**src/logic/sert_defines.svh**
```systemverilog
/*
 Register numbers, field positions, reset values and the drop-reason codes for the
 egress rate, default tag and ingress drop counter register bank.
 Assumes it is included by bare name from the package and the design modules.
*/
`ifndef SERT_DEFINES_SVH
`define SERT_DEFINES_SVH

// Register bus widths
`define SERT_ADDR_W          16
`define SERT_DATA_W          32

// Register numbers; the address port carries the register number directly
`define SERT_IDX_P1_RATE_Q23 16'h1C10
`define SERT_IDX_P2_RATE_Q01 16'h1C11
`define SERT_IDX_P2_RATE_Q23 16'h1C12
`define SERT_IDX_P0_TAG      16'h1C13
`define SERT_IDX_P1_TAG      16'h1C14
`define SERT_IDX_P2_TAG      16'h1C15
`define SERT_IDX_P0_DROPS    16'h1C16
`define SERT_IDX_P1_DROPS    16'h1C17
`define SERT_IDX_P2_DROPS    16'h1C18

// Egress rate register layout: higher queue high, lower queue low
`define SERT_RATE_W          13
`define SERT_RATE_HI_MSB     25
`define SERT_RATE_HI_LSB     13
`define SERT_RATE_LO_MSB     12
`define SERT_RATE_LO_LSB     0
`define SERT_RATE_RST        13'h0000

// Per-byte interval: (field + 1) times the step, in nanoseconds
`define SERT_INTERVAL_W      19
`define SERT_RATE_STEP_NS    19'h00014
`define SERT_INTERVAL_ONE    19'h00001

// Default tag register layout
`define SERT_PRI_W           3
`define SERT_VID_W           12
`define SERT_TAG_PRI_MSB     14
`define SERT_TAG_PRI_LSB     12
`define SERT_TAG_VID_MSB     11
`define SERT_TAG_VID_LSB     0
`define SERT_PRI_RST         3'h0
`define SERT_VID_RST         12'h000

// Drop counters
`define SERT_CNT_W           32
`define SERT_CNT_RST         32'h0000_0000
`define SERT_CNT_MAX         32'hFFFF_FFFF
`define SERT_CNT_ONE         32'h0000_0001

// Drop reasons that belong to ingress rate limiting
`define SERT_REASON_W        4
`define SERT_REASON_RED      4'h1
`define SERT_REASON_YELLOW   4'h9

// Source port encoding
`define SERT_PORT_W          2
`define SERT_NUM_PORTS       3
`define SERT_NUM_QUEUES      6

`endif

```
**src/logic/sert_pkg.sv**
```systemverilog
/*
 Types shared by the register bank and its drop counters.
 Assumes sert_defines.svh is on the include path.
*/
package sert_pkg;
    `include "sert_defines.svh"

    typedef logic [`SERT_RATE_W-1:0]     sert_rate_t;
    typedef logic [`SERT_INTERVAL_W-1:0] sert_interval_t;
    typedef logic [`SERT_PRI_W-1:0]      sert_pri_t;
    typedef logic [`SERT_VID_W-1:0]      sert_vid_t;
    typedef logic [`SERT_CNT_W-1:0]      sert_cnt_t;

    // Which register an address selects
    typedef enum logic [3:0] {
        SERT_SEL_NONE,
        SERT_SEL_P1_RATE_Q23,
        SERT_SEL_P2_RATE_Q01,
        SERT_SEL_P2_RATE_Q23,
        SERT_SEL_P0_TAG,
        SERT_SEL_P1_TAG,
        SERT_SEL_P2_TAG,
        SERT_SEL_P0_DROPS,
        SERT_SEL_P1_DROPS,
        SERT_SEL_P2_DROPS
    } sert_sel_t;
endpackage

```
**src/logic/sert_drop_counter.sv**
```systemverilog
/*
 One saturating, clear-on-read packet drop counter.
 Assumes inc_in and clr_in are synchronous one-cycle pulses from the owner.
*/
`timescale 1ns/1ps
`include "sert_defines.svh"

module sert_drop_counter (
    input  wire logic              clk_in,
    input  wire logic              rst_n_in,
    input  wire logic              inc_in,
    input  wire logic              clr_in,
    output sert_pkg::sert_cnt_t    count_out
);
    import sert_pkg::*;

    sert_cnt_t count_reg;
    sert_cnt_t count_next;

    // A drop in the read cycle is kept: the reader got the old value, the new drop starts the next count
    always_comb begin
        count_next = count_reg;
        if (clr_in) begin
            count_next = inc_in ? `SERT_CNT_ONE : `SERT_CNT_RST;
        end else if (inc_in && (count_reg != `SERT_CNT_MAX)) begin
            count_next = count_reg + `SERT_CNT_ONE;
        end
    end

    // Counter state
    always_ff @(posedge clk_in or negedge rst_n_in) begin
        if (!rst_n_in) begin
            count_reg <= `SERT_CNT_RST;
        end else begin
            count_reg <= count_next;
        end
    end

    assign count_out = count_reg;
endmodule

```
**src/logic/sert_regs.sv**
```systemverilog
/*
 Egress rate, default tag and ingress rate-limit drop counter register bank of a
 three-port switch buffer manager, with its register port and the outputs that the
 shaper and tagging logic consume.
 Assumes one clock, a master that never issues read and write together, and drop
 reports from the buffer manager as one-cycle pulses synchronous to clk_in.
 The address port carries the register number itself, not a byte address.
 A saturated counter loses further drops until read, but never wraps.
*/
// Implementation choice: the strobed register port.
// How it works
// Each egress rate register holds two 13-bit fields, higher queue in 25:13 and lower in 12:0, both read/write.
// A rate field N means one byte every (N + 1) times 20 ns for that queue.
// The rate is time per byte, so a larger value drains the queue more slowly.
// Each priority queue has its own rate setting, paired 0/1 and 2/3 per register; the bank holds only p1q2, p1q3 and p2q0 to p2q3.
// Every egress rate field resets to zero, the shortest per-byte interval.
// Bits 14:12 of each port's default tag register give the priority for inserted or changed tags.
// Bits 11:0 of each port's default tag register give the VLAN ID for inserted or changed tags.
// Ports 0, 1 and 2 each have a default tag register whose fields reset to zero.
// A 32-bit per-port counter counts packets dropped by ingress rate limiting (red and random yellow).
// Reading a drop counter returns its value and clears it.
// A drop counter stops at its maximum instead of wrapping.
// Drop counters reset to zero and count only drops from their own port.
// Reserved bits read zero and ignore writes, and writes leave the drop counters unchanged.
`timescale 1ns/1ps
`include "sert_defines.svh"

module sert_regs (
    input  wire logic                        clk_in,
    input  wire logic                        rst_n_in,
    // Register port
    input  wire logic [`SERT_ADDR_W-1:0]     addr_in,
    input  wire logic [`SERT_DATA_W-1:0]     wr_data_in,
    input  wire logic                        wr_en_in,
    input  wire logic                        rd_en_in,
    output logic [`SERT_DATA_W-1:0]          rd_data_out,
    // Drop reports from the buffer manager
    input  wire logic                        drop_valid_in,
    input  wire logic [`SERT_PORT_W-1:0]     drop_src_port_in,
    input  wire logic [`SERT_REASON_W-1:0]   drop_reason_in,
    // Egress shaper settings: 0 p1q2, 1 p1q3, 2 p2q0, 3 p2q1, 4 p2q2, 5 p2q3
    output sert_pkg::sert_rate_t [`SERT_NUM_QUEUES-1:0]     rate_field_out,
    output sert_pkg::sert_interval_t [`SERT_NUM_QUEUES-1:0] byte_interval_ns_out,
    // Default tag values per port
    output sert_pkg::sert_pri_t [`SERT_NUM_PORTS-1:0]       default_pri_out,
    output sert_pkg::sert_vid_t [`SERT_NUM_PORTS-1:0]       default_vid_out
);
    import sert_pkg::*;

    // Register number to selection; used by both the write and the read paths
    function automatic sert_sel_t decode_sel(input logic [`SERT_ADDR_W-1:0] addr);
        sert_sel_t sel;
        sel = SERT_SEL_NONE;
        // Anything outside the bank selects nothing
        case (addr)
            `SERT_IDX_P1_RATE_Q23: sel = SERT_SEL_P1_RATE_Q23;
            `SERT_IDX_P2_RATE_Q01: sel = SERT_SEL_P2_RATE_Q01;
            `SERT_IDX_P2_RATE_Q23: sel = SERT_SEL_P2_RATE_Q23;
            `SERT_IDX_P0_TAG:      sel = SERT_SEL_P0_TAG;
            `SERT_IDX_P1_TAG:      sel = SERT_SEL_P1_TAG;
            `SERT_IDX_P2_TAG:      sel = SERT_SEL_P2_TAG;
            `SERT_IDX_P0_DROPS:    sel = SERT_SEL_P0_DROPS;
            `SERT_IDX_P1_DROPS:    sel = SERT_SEL_P1_DROPS;
            `SERT_IDX_P2_DROPS:    sel = SERT_SEL_P2_DROPS;
            default:               sel = SERT_SEL_NONE;
        endcase
        return sel;
    endfunction

    // Per-byte interval in ns; the largest field gives 163840 ns, inside 19 bits
    function automatic sert_interval_t rate_to_interval(input sert_rate_t rate);
        sert_interval_t widened;
        // Widen first so the product keeps all its bits
        widened = {{(`SERT_INTERVAL_W-`SERT_RATE_W){1'b0}}, rate};
        return (widened + `SERT_INTERVAL_ONE) * `SERT_RATE_STEP_NS;
    endfunction

    // Pack a queue pair into the register image; bits 31:26 stay zero
    function automatic logic [`SERT_DATA_W-1:0] pack_rate(input sert_rate_t hi, input sert_rate_t lo);
        logic [`SERT_DATA_W-1:0] word;
        word = '0;
        word[`SERT_RATE_HI_MSB:`SERT_RATE_HI_LSB] = hi;
        word[`SERT_RATE_LO_MSB:`SERT_RATE_LO_LSB] = lo;
        return word;
    endfunction

    // Pack a default tag into the register image; bits 31:15 stay zero
    function automatic logic [`SERT_DATA_W-1:0] pack_tag(input sert_pri_t pri, input sert_vid_t vid);
        logic [`SERT_DATA_W-1:0] word;
        word = '0;
        word[`SERT_TAG_PRI_MSB:`SERT_TAG_PRI_LSB] = pri;
        word[`SERT_TAG_VID_MSB:`SERT_TAG_VID_LSB] = vid;
        return word;
    endfunction

    // Decoded access of the current cycle
    sert_sel_t                                 sel;
    logic                                      wr_hit;
    logic                                      rd_hit;

    // Shaper settings and their intervals
    sert_rate_t     [`SERT_NUM_QUEUES-1:0]     rate_reg;
    sert_rate_t     [`SERT_NUM_QUEUES-1:0]     rate_next;
    sert_interval_t [`SERT_NUM_QUEUES-1:0]     interval_reg;
    sert_interval_t [`SERT_NUM_QUEUES-1:0]     interval_next;

    // Default tag fields, one set per port
    sert_pri_t      [`SERT_NUM_PORTS-1:0]      pri_reg;
    sert_pri_t      [`SERT_NUM_PORTS-1:0]      pri_next;
    sert_vid_t      [`SERT_NUM_PORTS-1:0]      vid_reg;
    sert_vid_t      [`SERT_NUM_PORTS-1:0]      vid_next;

    // Registered read answer
    logic           [`SERT_DATA_W-1:0]         rd_data_reg;
    logic           [`SERT_DATA_W-1:0]         rd_data_next;

    // Drop counter control and values
    logic           [`SERT_NUM_PORTS-1:0]      cnt_inc;
    logic           [`SERT_NUM_PORTS-1:0]      cnt_clr;
    sert_cnt_t      [`SERT_NUM_PORTS-1:0]      cnt_value;
    logic                                      rate_limit_drop;

    // Address decode shared by reads and writes
    always_comb begin
        // One decode feeds both strobes, so they cannot disagree
        sel    = decode_sel(addr_in);
        wr_hit = wr_en_in && (sel != SERT_SEL_NONE);
        rd_hit = rd_en_in && (sel != SERT_SEL_NONE);
    end

    // Rate fields: each write replaces one queue pair; interval follows in the same edge
    always_comb begin
        rate_next = rate_reg;
        if (wr_hit) begin
            unique case (sel)
                SERT_SEL_P1_RATE_Q23: begin
                    rate_next[0] = wr_data_in[`SERT_RATE_LO_MSB:`SERT_RATE_LO_LSB];
                    rate_next[1] = wr_data_in[`SERT_RATE_HI_MSB:`SERT_RATE_HI_LSB];
                end

                SERT_SEL_P2_RATE_Q01: begin
                    rate_next[2] = wr_data_in[`SERT_RATE_LO_MSB:`SERT_RATE_LO_LSB];
                    rate_next[3] = wr_data_in[`SERT_RATE_HI_MSB:`SERT_RATE_HI_LSB];
                end

                SERT_SEL_P2_RATE_Q23: begin
                    rate_next[4] = wr_data_in[`SERT_RATE_LO_MSB:`SERT_RATE_LO_LSB];
                    rate_next[5] = wr_data_in[`SERT_RATE_HI_MSB:`SERT_RATE_HI_LSB];
                end

                default: begin
                    rate_next = rate_reg; // Tags and counters handled elsewhere
                end
            endcase
        end
        // Interval follows rate_next, so both flops change at one edge
        for (int q = 0; q < `SERT_NUM_QUEUES; q++) begin
            interval_next[q] = rate_to_interval(rate_next[q]);
        end
    end

    // Rate state; interval is registered so the shaper sees a flop, not a multiplier
    always_ff @(posedge clk_in or negedge rst_n_in) begin
        if (!rst_n_in) begin
            // Zero field: one byte per 20 ns step
            for (int q = 0; q < `SERT_NUM_QUEUES; q++) begin
                rate_reg[q]     <= `SERT_RATE_RST;
                interval_reg[q] <= `SERT_RATE_STEP_NS;
            end
        end else begin
            rate_reg     <= rate_next;
            interval_reg <= interval_next;
        end
    end

    // Default tags: only the priority and VLAN ID bits are stored, the rest is dropped
    always_comb begin
        pri_next = pri_reg;
        vid_next = vid_reg;
        if (wr_hit) begin
            unique case (sel)
                SERT_SEL_P0_TAG: begin
                    pri_next[0] = wr_data_in[`SERT_TAG_PRI_MSB:`SERT_TAG_PRI_LSB];
                    vid_next[0] = wr_data_in[`SERT_TAG_VID_MSB:`SERT_TAG_VID_LSB];
                end

                SERT_SEL_P1_TAG: begin
                    pri_next[1] = wr_data_in[`SERT_TAG_PRI_MSB:`SERT_TAG_PRI_LSB];
                    vid_next[1] = wr_data_in[`SERT_TAG_VID_MSB:`SERT_TAG_VID_LSB];
                end

                SERT_SEL_P2_TAG: begin
                    pri_next[2] = wr_data_in[`SERT_TAG_PRI_MSB:`SERT_TAG_PRI_LSB];
                    vid_next[2] = wr_data_in[`SERT_TAG_VID_MSB:`SERT_TAG_VID_LSB];
                end

                default: begin
                    pri_next = pri_reg; // Rate and counter writes do not touch tags
                    vid_next = vid_reg;
                end
            endcase
        end
    end

    // Default tag state
    always_ff @(posedge clk_in or negedge rst_n_in) begin
        if (!rst_n_in) begin
            // Every port starts with priority 0 and VLAN ID 0
            for (int p = 0; p < `SERT_NUM_PORTS; p++) begin
                pri_reg[p] <= `SERT_PRI_RST;
                vid_reg[p] <= `SERT_VID_RST;
            end
        end else begin
            pri_reg <= pri_next;
            vid_reg <= vid_next;
        end
    end

    // Only red drops and randomly chosen yellow drops count; other drop reasons are ignored
    always_comb begin
        // Reason and port must both qualify before a count moves
        rate_limit_drop = drop_valid_in &&
                          ((drop_reason_in == `SERT_REASON_RED) ||
                           (drop_reason_in == `SERT_REASON_YELLOW));

        for (int p = 0; p < `SERT_NUM_PORTS; p++) begin
            // Port code 3 matches no counter
            cnt_inc[p] = rate_limit_drop && (drop_src_port_in == p[`SERT_PORT_W-1:0]);
        end

        // Clear only on a read; a write to a counter is refused silently
        cnt_clr[0] = rd_en_in && (sel == SERT_SEL_P0_DROPS);
        cnt_clr[1] = rd_en_in && (sel == SERT_SEL_P1_DROPS);
        cnt_clr[2] = rd_en_in && (sel == SERT_SEL_P2_DROPS);
    end

    // One saturating counter per source port
    for (genvar gp = 0; gp < `SERT_NUM_PORTS; gp++) begin : g_drop
        // Saturation and the clear/drop race live inside the counter
        sert_drop_counter u_drop_counter (
            .clk_in    (clk_in),
            .rst_n_in  (rst_n_in),
            .inc_in    (cnt_inc[gp]),
            .clr_in    (cnt_clr[gp]),
            .count_out (cnt_value[gp])
        );
    end

    // Read mux; the counter value is taken before its clear lands, so the reader sees it once
    always_comb begin
        rd_data_next = '0;
        if (rd_hit) begin
            unique case (sel)
                SERT_SEL_P1_RATE_Q23: begin
                    rd_data_next = pack_rate(rate_reg[1], rate_reg[0]);
                end
                SERT_SEL_P2_RATE_Q01: begin
                    rd_data_next = pack_rate(rate_reg[3], rate_reg[2]);
                end
                SERT_SEL_P2_RATE_Q23: begin
                    rd_data_next = pack_rate(rate_reg[5], rate_reg[4]);
                end
                // Reserved bits come back zero from the pack functions
                SERT_SEL_P0_TAG: begin
                    rd_data_next = pack_tag(pri_reg[0], vid_reg[0]);
                end
                SERT_SEL_P1_TAG: begin
                    rd_data_next = pack_tag(pri_reg[1], vid_reg[1]);
                end
                SERT_SEL_P2_TAG: begin
                    rd_data_next = pack_tag(pri_reg[2], vid_reg[2]);
                end
                // The count before this edge's clear
                SERT_SEL_P0_DROPS: begin
                    rd_data_next = cnt_value[0];
                end
                SERT_SEL_P1_DROPS: begin
                    rd_data_next = cnt_value[1];
                end
                SERT_SEL_P2_DROPS: begin
                    rd_data_next = cnt_value[2];
                end
                default: begin
                    rd_data_next = '0;
                end
            endcase
        end
    end

    // Read data stands for exactly the cycle after the strobe, zero otherwise
    always_ff @(posedge clk_in or negedge rst_n_in) begin
        if (!rst_n_in) begin
            rd_data_reg <= '0;
        end else begin
            rd_data_reg <= rd_data_next;
        end
    end

    // All outputs come straight from flops
    assign rd_data_out          = rd_data_reg;
    assign rate_field_out       = rate_reg;
    assign byte_interval_ns_out = interval_reg;
    assign default_pri_out      = pri_reg;
    assign default_vid_out      = vid_reg;
endmodule

```
**config.mk**
```make
export PLATFORM = sky130hd
export DESIGN_NAME = sert_regs
export DESIGN_NICKNAME = d
export VERILOG_FILES = /design/src/logic/sert_pkg.sv /design/src/logic/sert_drop_counter.sv /design/src/logic/sert_regs.sv
export VERILOG_INCLUDE_DIRS = /design/src /design/src/logic
export SDC_FILE = /design/constraint.sdc
export NUM_CORES = 1
export LEC_CHECK = 0
export BUFFER_PORTS_ARGS = -buffer_cell sky130_fd_sc_hd__clkbuf_2
export CORE_UTILIZATION = 25
export CTS_CLUSTER_SIZE = 10
export DETAILED_ROUTE_END_ITERATION = 16
export GPL_ROUTABILITY_DRIVEN = 0
export GPL_TIMING_DRIVEN = 1
export PLACE_DENSITY = 0.39
export SYNTH_ARGS = -nofsm -noshare
export SYNTH_HDL_FRONTEND = slang
export SYNTH_HIERARCHICAL = 1
export SYNTH_SLANG_ARGS = --single-unit
```
**constraint.sdc**
```tcl
create_clock -name clk_in -period 3.66 [get_ports clk_in]
set_input_delay 0.366 -clock clk_in [delete_from_list [all_inputs] [get_ports clk_in]]
set_output_delay 0.366 -clock clk_in [all_outputs]
set_load 0.01 [all_outputs]
```
==> qor.txt <==
EDFF count, synth: 0
TritonCTS clock tree: done
CTS Sinks: 353
MaxCap Viol Count: 0
FF/Latch Area: 8848 sq um
PnR worst setup slack: -231.0 ps
die area: 88600 sq um
Via density: 5.021
status: complete, but fails checks
startpoint types: input pin
Synth Warn #: 6
ratio of cells with drive above 1 in the final layout: 0.3974
Final min period: 3891 ps
Yosys top cell by area: dfrtp_1
Residual DRC: 0
non-filler cells in the finished layout: 4280
top cells by area, synth: dfrtp_1 (39%), ha_1 (8.5%), nand2_1 (5.4%)
nets: 3298
fraction of registers with async set/reset: 1.000
Initial Util: 0.2523
CP max FO: 6
port buffer count: 308
PwrDens: 294.6 nW/um^2
Clock Pin Slew Worst Setup and Hold Paths: 60 ps
htree depth: 2
CTS Buf Count: 48
Critical Path RT: 4170 ps
total gr overflow: 0
slew margin rel.: 0.3825
area of the multi-input gates: 13830 sq um
Iter 0 DRT Violations: 1435
initial antenna violation count: 5
number of global-route vias before repair: 21590
clk buf depth: 3
Wirelength per Cell: 23.72 microns
DP Wirelength: 79630 microns
skew final: 22.24 ps
Placed Cells incl. Taps: 4148
CP endpoint kind: flop
Final Instance Area: 31740 sq um
WP data arrival: 4400 ps
RSZ-0062 raised after global routing: yes
DR vias: 21490
Reg power frac: 0.424
placed inst area: 28540 sq um
Synth Register Bits: 353
top-area cell type share of the netlist area: 0.3905
die span in x: 297.7 microns
Tot GR Track Use: 0.2229
sw power: 2.298 mW
Primary FF master, synth: dfrtp_1
synth unique cells: 86
worst setup path category: input pin to flop
min-delay worst type: input pin to flop
achievable frequency: 0.2570 GHz
clock latency on the worst-skew pair: 620 ps
I/O pins: 328
DR pass1 iterations: 8
switch share: 0.2458
Hold Fails Final Rpt: 0
largest net degree at the start of global routing: 82
cell count after synthesis: 2313
routed wire length: 101500 microns
Slew @ Worst Pin: 926.3 ps
Final Max Tran Viols: 0
Max VDD drop: 0.0002893 V
Int Pwr: 7.052 mW
Clock Tree Root: clkbuf_16
count leader, synth: dfrtp_1
synth cell count leaders: dfrtp_1 (341), nand2_1 (316), ha_1 (149)
Mapped Area: 21850 sq um
clock share of power: 0.529
Mean Syn Cell Area: 9.449 sq um
sequential area share after synthesis: 0.4049
leakage power total: 15.40 nW
Comb pwr share: 0.047
Routed Antenna Nets: 0
setup tns final: -1439 ps
Final Util: 0.3664
final critical-path share of the clock period: 1.063
Fill cells: 8821
final setup fails: 21
row count: 108
first-pass GRT wire length: 146300 microns
Tot Pwr: 9.351 mW
area grow syn2layout: 45.22%
failing checks: setup timing
Core Area: 86620 sq um
die height: 297.7 microns
-- flip-flops by register name, summed over array words and instances (netlist names) --
name and flops:
rate_field_out 78, g_drop.u_drop_counter/count_out 96, byte_interval_ns_out 102, default_pri_out 9
default_vid_out 36, rd_data_out 32
-- critical path, cell delays in order --
cell and delay, ps:
buf_8 100, nor4b_4 370, nand3_4 180, buf_6 160
or3_4 450, nand2_4 120, nand2_4 60, ha_4 170
and4_1 210, nand2b_1 70, a21o_1 130, o41ai_4 110
o21ai_1 110, xnor2_1 170, ha_1 270, ha_2 190
or3_4 340, o211ai_1 210, or4b_4 500, o311ai_4 100
-- layer usage --
| metal | track usage | up-vias | part of all wire |
|---|---|---|---|
| met5 | 0 | - | 0.00027 |
| met4 | 0.07511 | 4 | 0.035 |
| met3 | 0.05170 | 144 | 0.073 |
| met2 | 0.3535 | 731 | 0.45 |
| met1 | 0.2966 | 10690 | 0.44 |
| li1 | - | 9921 | - |
-- through the flow --
step,hold slack [ps],setup slack (ps)
2_1_floorplan,70.41,-685.2
3_3_place_gp,459.5,-940.6
3_5_place_dp,452.8,-1042
4_1_cts,117.1,-176.8
5_1_grt,129.2,-337.1
6_report,151.1,-231.0
-- cell type report --
class	instances	area share
Multi-Input combinational cell	1783	0.4357
Sequential cell	353	0.2788
Timing Repair Buffer	821	0.1789
Tap cell	1155	0.04553
Clock buffer	75	0.04545
Inverter	77	0.009107
Clock inverter	14	0.006426
Antenna cell	2	0.0001577
-- logic make-up after synthesis --
family	count (synthesis)	synth area share
simple gates	836	0.1927
compound gates	496	0.1470
flops	353	0.4049
buf+inv	189	0.03796
fa+ha+maj	155	0.09080
xor+xnor	150	0.06011
mux	133	0.06641
other cells	1	0.0001716
-- path summary, 6_finish.rpt --
path	endpoint	from	cells after the start	slack, ps
worst max register to register	byte_interval_ns_out[34]	rate_field_out[14]	12	140
worst min-delay path	rate_field_out[49]	wr_data_in[23]	3	150
min in group asynchronous	g_drop[1].u_drop_counter/count_out[27]	rst_n_in	2	350
max in group asynchronous	byte_interval_ns_out[21]	rst_n_in	3	2260
worst min register to register	default_vid_out[3]	default_vid_out[3]	1	530
worst max-delay path	byte_interval_ns_out[34]	addr_in[9]	20	-230
-- layout by cell type, fill, tap and decap left out, types with 27 or more instances in the layout --
cell type  count
buf_4        487
dfrtp_1      341
clkbuf_2     303
nand2_1      289
a21oi_1      122
nor2_1       117
ha_1         108
o21ai_0       96
xnor2_1       77
inv_1         73
mux2_2        65
nand3_1       62
or3_1         58
clkbuf_16     50
xor2_1        48
nand4_1       44
mux2i_1       43
nor3_1        36
ha_4          35
a222oi_1      27
-- repair_timing --
item                       in CTS  in global routing
hold endpoints to repair       77                  0
gates resized for setup        86                149
hold buffers                    1                  0
cloned                          1                  2
pin swaps                      63                 80
setup endpoints to repair      37                 39
setup buffers                  22                 16
-- power by group through the flow --
stage | clock network, mW | registers (mW) | logic (mW)
2_1_floorplan | 0 | 4.02 | 0.130
3_3_place_gp | 0 | 4.03 | 0.422
3_5_place_dp | 0 | 4.03 | 0.424
4_1_cts | 5.10 | 3.96 | 0.430
5_1_grt | 5.24 | 3.96 | 0.469
6_report | 4.95 | 3.96 | 0.437
Power figures use the tool's default switching activity.
